File: config.mk
export PLATFORM = sky130hd
export DESIGN_NAME = pcg_cycle_gen
export DESIGN_NICKNAME = d
export VERILOG_FILES = /design/src/pkg/pcg_pkg.sv /design/src/verilog/pcg_win_xlate.sv /design/src/verilog/pcg_cfg_decode.sv /design/src/verilog/pcg_cycle_gen.sv
export VERILOG_INCLUDE_DIRS = /design/src /design/src/pkg
export SDC_FILE = /design/constraint.sdc
export NUM_CORES = 2
export LEC_CHECK = 0
export ABC_AREA = 0
export BUFFER_PORTS_ARGS = -buffer_cell sky130_fd_sc_hd__buf_4
export CAP_MARGIN = 40
export CELL_PAD_IN_SITES_DETAIL_PLACEMENT = 0
export CELL_PAD_IN_SITES_GLOBAL_PLACEMENT = 1
export CORE_AREA = 2 2 355 357
export CTS_CLUSTER_DIAMETER = 150
export DETAILED_ROUTE_END_ITERATION = 6
export DIE_AREA = 0 0 357 359
export PLACE_DENSITY = 0.53
export SLEW_MARGIN = 20
export SYNTH_ARGS = -nofsm -noshare
export SYNTH_HDL_FRONTEND = slang
export SYNTH_SLANG_ARGS = --single-unit
File: constraint.sdc
create_clock -name i_clk -period 12.4 [get_ports i_clk]
set_input_delay 0.62 -clock i_clk [delete_from_list [all_inputs] [get_ports i_clk]]
set_output_delay 0.62 -clock i_clk [all_outputs]
set_load 0.01 [all_outputs]
File: src/pkg/pcg_consts.svh
// Offsets, field positions and reset values of the PCI cycle generator.
`ifndef PCG_CONSTS_SVH
`define PCG_CONSTS_SVH

// Configuration register offsets in PCI I/O space.
`define PCG_CFG_ADDR_OFF 32'h0000_0cf8
`define PCG_CFG_DATA_OFF 32'h0000_0cfc

// Configuration address register fields.
`define PCG_CFG_EN_BIT 31
`define PCG_CFG_BUS_HI 23
`define PCG_CFG_BUS_LO 16
`define PCG_CFG_DEV_HI 15
`define PCG_CFG_DEV_LO 11
`define PCG_CFG_FUNC_HI 10
`define PCG_CFG_FUNC_LO 8
`define PCG_CFG_REG_HI 7
`define PCG_CFG_REG_LO 2
`define PCG_CFG_ADDR_WMASK 32'h80ff_fffc
`define PCG_CFG_ADDR_RESET 32'h0000_0000

// Device numbers with special select decoding.
`define PCG_DEV_TOP_LINE 5'h00
`define PCG_DEV_FIRST_IDSEL 5'h0b
`define PCG_DEV_LAST_IDSEL 5'h1e
`define PCG_SPECIAL_DEV 5'h1f
`define PCG_SPECIAL_FUNC 3'h7
`define PCG_SPECIAL_REG 6'h00
`define PCG_TYPE1_LOW 2'h1

// Window three reset: processor 0x8000_0000 onward maps to PCI I/O 0.
`define PCG_WIN3_BASE_RESET 32'h8000_0000
`define PCG_WIN3_MASK_RESET 32'hff80_0000
`define PCG_WIN3_OFFSET_RESET 32'h8000_0000
`define PCG_WIN3_SPREAD_RESET 32'h8000_0000
`define PCG_CFG_WINDOW 3

// Processor address of the interrupt acknowledge port.
`define PCG_IACK_ADDR 32'hfeff_0030

`endif

File: src/pkg/pcg_pkg.sv
// Types shared by the PCI cycle generator modules.
package pcg_pkg;

	typedef enum logic [3:0] {
		CMD_IACK = 4'h0,
		CMD_SPECIAL = 4'h1,
		CMD_IO_RD = 4'h2,
		CMD_IO_WR = 4'h3,
		CMD_MEM_RD = 4'h6,
		CMD_MEM_WR = 4'h7,
		CMD_CFG_RD = 4'ha,
		CMD_CFG_WR = 4'hb
	} pcg_cmd_type;

	typedef enum logic [1:0] {
		ST_IDLE = 2'h0,
		ST_PCI = 2'h1,
		ST_ACK = 2'h2
	} pcg_state_enum_type;

	typedef struct packed {
		logic enable;
		logic mem;
		logic io_mode_select;
		logic [31:0] base;
		logic [31:0] mask;
		logic [31:0] offset;
		logic [31:0] spread_offset;
	} pcg_window_type;

	typedef struct packed {
		logic valid;
		logic write;
		logic [31:0] addr;
		logic [3:0] be;
		logic [31:0] wdata;
	} pcg_cpu_req_type;

	typedef struct packed {
		logic valid;
		pcg_cmd_type cmd;
		logic [31:0] addr;
		logic [3:0] be;
		logic [31:0] wdata;
	} pcg_pci_req_type;

	typedef struct packed {
		logic valid;
		logic special;
		logic type1;
		logic [31:0] addr;
	} pcg_cfg_decode_type;

	typedef struct packed {
		pcg_state_enum_type state;
		logic [31:0] cfg_addr;
		pcg_window_type win3;
		pcg_pci_req_type pci;
		logic ack;
		logic miss;
		logic [31:0] rdata;
	} pcg_state_type;

endpackage

File: src/verilog/pcg_win_xlate.sv
// Window hit test and processor to PCI address translation.
`timescale 1ns/1ps
module pcg_win_xlate
	import pcg_pkg::*;
(
	// Window setting and processor address
	input wire pcg_window_type i_win,
	input wire logic [31:0] i_addr,
	// Translation result
	output logic o_hit,
	output logic o_mem,
	output logic [31:0] o_pci_addr
);

	logic [31:0] flat_addr;
	logic [31:0] spread_addr;

	always_comb begin
		o_hit = i_win.enable && ((i_addr & i_win.mask) == i_win.base);
		o_mem = i_win.mem;
		flat_addr = i_addr + i_win.offset;
		spread_addr = i_addr + i_win.spread_offset;
		if (i_win.mem) begin
			o_pci_addr = flat_addr;
		end else if (!i_win.io_mode_select) begin
			o_pci_addr = flat_addr;
		end else begin
			// Each 4 KB processor page carries 32 bytes of PCI I/O space.
			o_pci_addr = {11'h000, spread_addr[27:12], spread_addr[4:0]};
		end
	end

endmodule

File: src/verilog/pcg_cfg_decode.sv
// Turns the configuration address register into a PCI address phase.
`timescale 1ns/1ps
`include "pcg_consts.svh"
module pcg_cfg_decode
	import pcg_pkg::*;
(
	// Stored configuration address
	input wire logic [31:0] i_cfg_addr,
	// Decoded cycle
	output pcg_cfg_decode_type o_dec
);

	logic [7:0] bus_num;
	logic [4:0] dev_num;
	logic [2:0] func_num;
	logic [5:0] reg_num;
	logic [31:0] idsel;

	always_comb begin
		bus_num = i_cfg_addr[`PCG_CFG_BUS_HI:`PCG_CFG_BUS_LO];
		dev_num = i_cfg_addr[`PCG_CFG_DEV_HI:`PCG_CFG_DEV_LO];
		func_num = i_cfg_addr[`PCG_CFG_FUNC_HI:`PCG_CFG_FUNC_LO];
		reg_num = i_cfg_addr[`PCG_CFG_REG_HI:`PCG_CFG_REG_LO];
		idsel = 32'h0000_0000;
		if (dev_num == `PCG_DEV_TOP_LINE) begin
			idsel[31] = 1'b1;
		end else if (dev_num >= `PCG_DEV_FIRST_IDSEL && dev_num <= `PCG_DEV_LAST_IDSEL) begin
			idsel[dev_num] = 1'b1;
		end
		o_dec.valid = i_cfg_addr[`PCG_CFG_EN_BIT];
		o_dec.type1 = (bus_num != 8'h00);
		o_dec.special = (bus_num == 8'h00) && (dev_num == `PCG_SPECIAL_DEV) &&
			(func_num == `PCG_SPECIAL_FUNC) && (reg_num == `PCG_SPECIAL_REG);
		if (o_dec.type1) begin
			o_dec.addr = {8'h00, i_cfg_addr[23:2], `PCG_TYPE1_LOW};
		end else begin
			o_dec.addr = idsel | {21'h000000, func_num, reg_num, 2'h0};
		end
	end

endmodule

File: src/verilog/pcg_cycle_gen.sv
// PCI cycle generator: processor accesses in, PCI transaction requests out.
`timescale 1ns/1ps
`include "pcg_consts.svh"
module pcg_cycle_gen
	import pcg_pkg::*;
#(
	parameter int NUM_WIN = 4
)
(
	// Clock and reset
	input wire logic i_clk,
	input wire logic i_reset,
	// Processor bus slave
	input wire pcg_cpu_req_type i_cpu_req,
	output logic o_cpu_ack,
	output logic o_cpu_miss,
	output logic [31:0] o_cpu_rdata,
	// Slave window settings; entry three is replaced by the loadable window
	input wire pcg_window_type [NUM_WIN-1:0] i_win_cfg,
	input wire logic i_win3_load,
	input wire pcg_window_type i_win3_cfg,
	// PCI master engine
	output pcg_pci_req_type o_pci_req,
	input wire logic i_pci_done,
	input wire logic [31:0] i_pci_rdata,
	// Status
	output logic [31:0] o_cfg_addr,
	output logic o_busy
);

	////////////////////////////////////////////////////////////////////////////////

	if (NUM_WIN < 4) begin : g_bad_num_win
		$error("pcg_cycle_gen needs at least four slave windows");
	end

	pcg_state_type q;
	pcg_state_type d;
	logic [NUM_WIN-1:0] win_hit;
	logic [NUM_WIN-1:0] win_mem;
	logic [31:0] win_pci_addr [NUM_WIN];
	pcg_cfg_decode_type cfg_dec;

	////////////////////////////////////////////////////////////////////////////////
	// Per-window translation.

	for (genvar w = 0; w < NUM_WIN; w++) begin : g_win
		pcg_window_type win_sel;
		assign win_sel = (w == `PCG_CFG_WINDOW) ? q.win3 : i_win_cfg[w];
		pcg_win_xlate u_xlate (
			.i_win(win_sel),
			.i_addr(i_cpu_req.addr),
			.o_hit(win_hit[w]),
			.o_mem(win_mem[w]),
			.o_pci_addr(win_pci_addr[w])
		);
	end

	pcg_cfg_decode u_cfg_decode (
		.i_cfg_addr(q.cfg_addr),
		.o_dec(cfg_dec)
	);

	////////////////////////////////////////////////////////////////////////////////
	// Access decode.

	// A configuration access must be one, two or four bytes on aligned lanes.
	function automatic logic be_width_ok(input logic [3:0] be);
		case (be)
			4'h1, 4'h2, 4'h4, 4'h8, 4'h3, 4'hc, 4'hf: be_width_ok = 1'b1;
			default: be_width_ok = 1'b0;
		endcase
	endfunction

	logic any_hit;
	logic sel_mem;
	logic [31:0] sel_addr;
	logic sel_cfg_win;
	logic iack_hit;
	logic at_cfg_addr;
	logic at_cfg_data;
	logic width_ok;

	always_comb begin
		any_hit = 1'b0;
		sel_mem = 1'b0;
		sel_addr = 32'h0000_0000;
		sel_cfg_win = 1'b0;
		// Lowest numbered window wins when windows overlap.
		for (int w = NUM_WIN - 1; w >= 0; w--) begin
			if (win_hit[w]) begin
				any_hit = 1'b1;
				sel_mem = win_mem[w];
				sel_addr = win_pci_addr[w];
				sel_cfg_win = (w == `PCG_CFG_WINDOW);
			end
		end
		iack_hit = ({i_cpu_req.addr[31:2], 2'h0} == `PCG_IACK_ADDR);
		// Only window three in I/O mode reaches the configuration pair.
		at_cfg_addr = sel_cfg_win && !sel_mem && ({sel_addr[31:2], 2'h0} == `PCG_CFG_ADDR_OFF);
		at_cfg_data = sel_cfg_win && !sel_mem && ({sel_addr[31:2], 2'h0} == `PCG_CFG_DATA_OFF);
		width_ok = be_width_ok(i_cpu_req.be);
	end

	////////////////////////////////////////////////////////////////////////////////
	// Next state.

	always_comb begin
		d = q;
		d.ack = 1'b0;
		if (i_win3_load) begin
			d.win3 = i_win3_cfg;
		end
		case (q.state)
			ST_IDLE: begin
				if (i_cpu_req.valid) begin
					d.miss = 1'b0;
					d.pci.be = i_cpu_req.be;
					d.pci.wdata = i_cpu_req.wdata;
					if (iack_hit) begin
						if (!i_cpu_req.write) begin
							// One read, one acknowledge cycle, byte enables as given.
							d.pci.valid = 1'b1;
							d.pci.cmd = CMD_IACK;
							d.pci.addr = 32'h0000_0000;
							d.pci.be = i_cpu_req.be;
							d.state = ST_PCI;
						end else begin
							d.ack = 1'b1;
							d.state = ST_ACK;
						end
					end else if (!any_hit) begin
						d.miss = 1'b1;
						d.rdata = 32'h0000_0000;
						d.ack = 1'b1;
						d.state = ST_ACK;
					end else if (at_cfg_addr && width_ok) begin
						if (i_cpu_req.write) begin
							// Storing the address starts nothing on PCI.
							for (int b = 0; b < 4; b++) begin
								if (i_cpu_req.be[b]) begin
									d.cfg_addr[b*8 +: 8] = i_cpu_req.wdata[b*8 +: 8];
								end
							end
							d.cfg_addr = d.cfg_addr & `PCG_CFG_ADDR_WMASK;
						end else begin
							d.rdata = q.cfg_addr;
						end
						d.ack = 1'b1;
						d.state = ST_ACK;
					end else if (at_cfg_data && width_ok && cfg_dec.valid) begin
						d.pci.valid = 1'b1;
						d.pci.addr = cfg_dec.addr;
						if (i_cpu_req.write && cfg_dec.special) begin
							d.pci.cmd = CMD_SPECIAL;
							d.pci.wdata = i_cpu_req.wdata;
						end else if (i_cpu_req.write) begin
							d.pci.cmd = CMD_CFG_WR;
						end else begin
							d.pci.cmd = CMD_CFG_RD;
						end
						d.state = ST_PCI;
					end else begin
						// Bad setup or width on the pair falls through to plain I/O.
						d.pci.valid = 1'b1;
						d.pci.addr = sel_addr;
						if (sel_mem) begin
							d.pci.cmd = i_cpu_req.write ? CMD_MEM_WR : CMD_MEM_RD;
						end else begin
							d.pci.cmd = i_cpu_req.write ? CMD_IO_WR : CMD_IO_RD;
						end
						d.state = ST_PCI;
					end
				end
			end
			ST_PCI: begin
				if (i_pci_done) begin
					d.pci.valid = 1'b0;
					if (q.pci.cmd == CMD_IACK || q.pci.cmd == CMD_IO_RD ||
						q.pci.cmd == CMD_MEM_RD || q.pci.cmd == CMD_CFG_RD) begin
						d.rdata = i_pci_rdata;
					end
					d.ack = 1'b1;
					d.state = ST_ACK;
				end
			end
			ST_ACK: begin
				// The processor drops its request while the acknowledge stands.
				d.state = ST_IDLE;
			end
			default: begin
				d.state = ST_IDLE;
				d.pci.valid = 1'b0;
			end
		endcase
	end

	////////////////////////////////////////////////////////////////////////////////
	// State register.

	always_ff @(posedge i_clk) begin
		if (i_reset) begin
			q.state <= ST_IDLE;
			q.cfg_addr <= `PCG_CFG_ADDR_RESET;
			q.win3.enable <= 1'b1;
			q.win3.mem <= 1'b0;
			q.win3.io_mode_select <= 1'b0;
			q.win3.base <= `PCG_WIN3_BASE_RESET;
			q.win3.mask <= `PCG_WIN3_MASK_RESET;
			q.win3.offset <= `PCG_WIN3_OFFSET_RESET;
			q.win3.spread_offset <= `PCG_WIN3_SPREAD_RESET;
			q.pci.valid <= 1'b0;
			q.pci.cmd <= CMD_IACK;
			q.pci.addr <= 32'h0000_0000;
			q.pci.be <= 4'h0;
			q.pci.wdata <= 32'h0000_0000;
			q.ack <= 1'b0;
			q.miss <= 1'b0;
			q.rdata <= 32'h0000_0000;
		end else begin
			q <= d;
		end
	end

	////////////////////////////////////////////////////////////////////////////////
	// Outputs.

	assign o_cpu_ack = q.ack;
	assign o_cpu_miss = q.miss;
	assign o_cpu_rdata = q.rdata;
	assign o_pci_req = q.pci;
	assign o_cfg_addr = q.cfg_addr;
	assign o_busy = (q.state != ST_IDLE);

endmodule

# --- Yosys cells after proc, flatten, opt, wreduce, memory -nomap -nowiden ---
# Cells that the tools add are included.
classes:
  n_addsub: 8
  n_mul: 0
  div_mod_pow: 0
  order_cmp: 4
  eq_ne: 32
  shift: 0
  mux: 73
  bitwise_logic: 7
  reduce_logical: 39
op_table:
  columns: ["operator", "count"]
  rows:
  - ["2-to-1 mux 32 bit", 23]
  - ["adder 32 bit", 4]
  - ["bitwise AND 32 bit", 4]
  - ["== test 32 bit", 4]
  - ["adder 28 bit", 4]
  - ["2-to-1 mux 37 bit", 3]
  - ["2-to-1 mux 107 bit", 1]
  - ["one-hot mux 32 bit (2 select lines)", 1]
  - ["== test 30 x 10 -> 1 bit (second input constant)", 2]
  - ["2-to-1 mux 41 bit", 1]
  - ["2-to-1 mux 36 bit", 1]
  - ["AND reduction 7 bit", 5]
  - ["2-to-1 mux 34 bit", 1]
  - ["2-to-1 mux 33 bit", 1]
  - ["2-to-1 mux 8 bit", 4]
  - ["bitwise OR 32 x 11 -> 32 bit", 1]
  - ["2-to-1 mux 31 bit", 1]
  - ["== test 30 bit (second input constant)", 1]
  - ["2-to-1 mux 1 bit", 24]
  - ["== test 4 bit (second input constant)", 4]
  - ["logical AND 1 bit", 16]
  - ["!= test 3 bit (second input constant)", 5]
  - ["== test 4 x 2 -> 1 bit (second input constant)", 3]
  - ["!= test 2 bit (second input constant)", 6]
  - ["other kinds (31)", 43]
totals:
  ff_bits: 259
  latch_bits: 0
  mem_bits_rw: 0
  mem_bits_ro: 0
  input_bits: 761
  out_inout_bits: 140
  n_memories: 0

# --- Logic depth before layout (Yosys ltp) ---
logic_depth:
  depth_word: 18
  depth_mapped: 18
  depth_no_buf: 16

# --- By module ---
# Synthesis repeated with hierarchy kept, for this count alone.
hier_totals:
  hier_cells: 3635
  area_unflattened_um2: 28383.5
modules_own_cells:
  columns: ["module", "instances", "cells_per_inst", "area_per_inst_um2"]
  rows:
  - ["pcg_cycle_gen", 1, 1356, 12354.3]
  - ["pcg_win_xlate at g_win[1].u_xlate ...", 3, 564, 3995.1]
  - ["pcg_win_xlate at g_win[0].u_xlate", 1, 520, 3578.4]
  - ["pcg_cfg_decode", 1, 67, 465.4]

# --- Worst setup path after synthesis ---
# Ideal clock, no wire load.
synth_path:
  path_kind: "input-to-reg"
  start: "input i_cpu_req[37] (netlist name)"
  end: "register q, in the netlist o_cpu_rdata[10]"
  arrival_ns: 4.601
  t_required_ns: 12.278
  setup_slack_ns: 7.678
  stages: 18
  path_buffers: 3
  path_cell_list: "clkbuf_2 -> inv_1 -> fa_1 -> nand2b_1 -> a21oi_1 -> o21ai_0 -> o221ai_1 -> a211oi_1 -> xnor2_1 -> mux2_2 -> o221ai_1 -> o311ai_0 -> or4b_4 -> nor4_2 -> buf_4 -> buf_4 -> o21ai_0 -> o311a_1"
synth_via:
  elab_chain_len: 13
  word_cells_on_any_way: 55
synth_lines:
  columns: ["item", "line_no", "source"]
  rows:
  - ["start, declared", "pcg_cycle_gen.sv:14", "input wire pcg_cpu_req_type i_cpu_req,"]
  - ["parallel branches: the longest is 13 deep, another holds adder 32 bit", null, null]
  - ["end, declared", "pcg_cycle_gen.sv:37", "pcg_state_type q;"]
# Several ways; the timed one is not identified. The select of a mux whose other input is x is not followed.
# A chain may end at the register's enable or synchronous reset.

# --- Worst setup path in the final report ---
layout_path:
  start: "input i_cpu_req[58] (netlist name)"
  end: "register q, in the netlist o_cpu_rdata[1]"
# Same word-level chain as after synthesis.

==> results.md <==
* Status: complete, no violations
* Multi-input logic area at around 0.022 mm2
* ANT nets after route at 0
* Critical Path Source: i_cpu_req[58]
* CTS Buffer Depth at 3
* Syn-to-layout area delta at 25.38%
* Total power divided by cell area at ~86 mW/mm2
* Post-synth EDFFs at 0
* Initial antenna violation count at 25
* Core ar. at 0.1246 mm2
* Worst hold slack at between 200 and 300 ps
* Worst endpoint required time at around 13,000 ps
* Die ar. at between 0.1 and 0.15 mm2
* Routed wire per std cell at 29.53 um
* Layout fillers at approximately 14,000
* Met2 Usage GRT at 0.4576
* WL final at between 150,000 and 200,000 um
* Die Ht at around 360 um
* FFs w/ async S/R, synth at 0
* Hold Crit Class: in -> reg
* CTS Hold Bufs at 0
* Crit path capture type: flip-flop
* Sequential share of the synthesized area at 0.1747
* Fin crit period at between 7000 and 8000 ps
* Clock Skews at about 21 ps
* Gr ovfl total at 0
* Vias at 34,077
* RSZ-0062 raised after global routing: no
* Crit Path Max Fanout at 47
* Residual DRC count at 0
* Synth cell types at a little under 100
* Clock Root Buffer: clkbuf_16
* CTS tree: yes
* M1 GR Usage at 0.3602
* I/O pin count at 901
* Gr busiest metal: met2
* Fmax at 0.1412 GHz
* Max-cap violation count at 0
* Syn avg cell area at 7.393 um2
* Yosys warns at 0
* Synthesized instance count at approximately 4,000
* Slew @ Worst Pin at 1018 ps
* CP Launch Type: input port
* Chip Width at approximately 360 um
* Mapped cell area at ~0.03 mm2
* Port Buffers at between 700 and 800
* R2r setup slk at 6260 ps
* Clock sinks at 259
* Share of layout cells above drive strength 1 at 0.2046
* 1st-iter DRT viols at approximately 3,000
* Ys flop type: dfxtp_1
* Total global-route track usage at 0.2742
* Finished Core Util at 0.2987
* H-Tree Depth at 2
* Routing usage on met3 at 0.04315
* CP Class: in -> reg
* Slew headroom at 0.3196
* Largest net degree at the start of global routing at between 60 and 70
* Most frequent cells in the layout: buf_4 (788), nand2_1 (426), a21oi_1 (352)
* Flops & latches, synth at 259
* Most common cell after layout, fill and taps aside: buf_4
* Setup TNS at 0 ps
* Fin nets at 5,535
* Capturing point of the worst reg2reg path: o_pci_req[40]$_SDFFE_PP0P_
* Vias per cell at ~5.5
* Hold Startpoint: i_pci_rdata[28]
* R2r worst-path depth at 15
* Final setup vio count at 0
* Fin. Hold Viols at 0
* PostCTS Resize Cnt at 0
* Sequential cell area at 0.005185 mm2
* FP Rows at 130
* CTS Buf Count at 34
* Starting Density at 0.2382
* First-pass GRT wire length at approximately 250,000 um
* Max Slew Vio Count at 0
* Startpoint of the worst register-to-register path: g_win[3].win_sel[40]$_SDFFE_PP0P_
* Gpl congestion at about 0.93
* Hold Path End: o_cpu_rdata[28]$_SDFFE_PP0P_
* Worst hold stages at 2
* Initial DRT Pass Iterations at 5
* HPWL reported at the end of detailed placement at between 100,000 and 150,000 um
* Final period util at 0.5710
* Clock-pin slew on the worst setup and hold paths at approximately 60 ps
* Worst vdd ir at approximately 0.080 mV
* Post-CTS Setup Bufs at 0
* Vias in the first global route at roughly 33,000
* Leakage at between 15 and 20 nW
* Worst EP arrival at between 7000 and 8000 ps
* Clk_lat worst skew at approximately 560 ps
flip-flops by register name, summed over array words and instances, names as in the netlist:
name           count
g_win.win_sel    127
o_cfg_addr        23
o_cpu_ack          1
o_cpu_miss         1
o_cpu_rdata       32
o_pci_req         73
q                  2
final cells by class:
| class | instances | area share |
|---|---|---|
| tap | 1650 | 0.05547 |
| multi-input combinational | 3344 | 0.6038 |
| sequential | 259 | 0.1393 |
| antenna | 12 | 0.0008069 |
| inverter | 86 | 0.008674 |
| clock inverter | 6 | 0.002084 |
| timing repair buffer | 809 | 0.1638 |
| clock buffer | 52 | 0.02602 |
synthesized netlist by cell type, drive strengths merged, types with 27 or more instances:
library cell,number,share of area
nand2b,27,0.0057
nor3,64,0.011
a21o,90,0.023
nor2b,27,0.0057
a31o,29,0.0086
nand3,123,0.021
nor2,342,0.043
a21oi,354,0.060
a211oi,89,0.023
xnor2,81,0.024
dfxtp,259,0.17
ha,232,0.098
nand2,427,0.054
inv,85,0.011
buf,176,0.041
o21ai,232,0.039
nor4,62,0.014
mux2i,163,0.055
nand4,112,0.024
and3,45,0.0095
o211ai,57,0.014
a22oi,31,0.0078
clkbuf,158,0.020
and2,34,0.0072
a21boi,67,0.017
and3b,53,0.016
xor2,121,0.036
a31oi,40,0.0084
report_power, final:
part | internal [mW] | switching [mW]
registers | 0.870 | 0.0261
logic | 0.507 | 0.842
clock network | 0.561 | 0.406
through the flow:
step                setup slack [ps]  instance area [um2]  total power [mW]  std cells
floorplan                       7678                29710             1.649       4023
global placement                4854                35960             2.240       6126
detailed placement              4892                36090             2.240       6145
CTS                             5478                37140             3.221       6203
global route                    5395                37200             3.374       6213
finish                          5319                37220             3.212       6218
cells by family (layout without fill, tap and decap cells):
family	after synthesis	count (layout)	synth area share
and+or+nand+nor	1423	1423	0.2385
xor gates and xnor gates	202	202	0.05960
muxes	170	170	0.05762
DFF	259	259	0.1747
buffers and inverters	420	953	0.07212
adders and majority gates	240	240	0.1032
other	1	21	0.0001263
AOI/OAI and AO/OA	1300	1300	0.2942
worst max path at each step:
stage / end / slack [ps] / depth (start not counted)
detailed placement: o_pci_req[40]$_SDFFE_PP0P_ / 4890 / 15
global placement: o_cpu_rdata[0]$_SDFFE_PP0P_ / 4850 / 15
floorplan: o_cpu_rdata[10]$_SDFFE_PP0P_ / 7680 / 18
finish: o_cpu_rdata[1]$_SDFFE_PP0P_ / 5320 / 15
CTS: o_pci_req[40]$_SDFFE_PP0P_ / 5480 / 15
global route: o_pci_req[40]$_SDFFE_PP0P_ / 5400 / 15
critical path: stages:
cell       delay [ps]
buf_4             430
a21boi_0          170
a211oi_1          670
nand4_1           390
nor2_1            790
and2_1            730
nor3_1            220
a311oi_1          790
o2111ai_1         330
or3b_1            490
or4b_4            620
nor4_4            220
buf_4             450
nor2_2            190
a32o_1            300
routing by layer:
metal,share of wire,vias to the layer above
li1,-,16061
met1,0.43,16599
met2,0.47,1221
met3,0.064,184
met4,0.030,12
met5,0.00039,-
(Power assumes the default switching activity.)
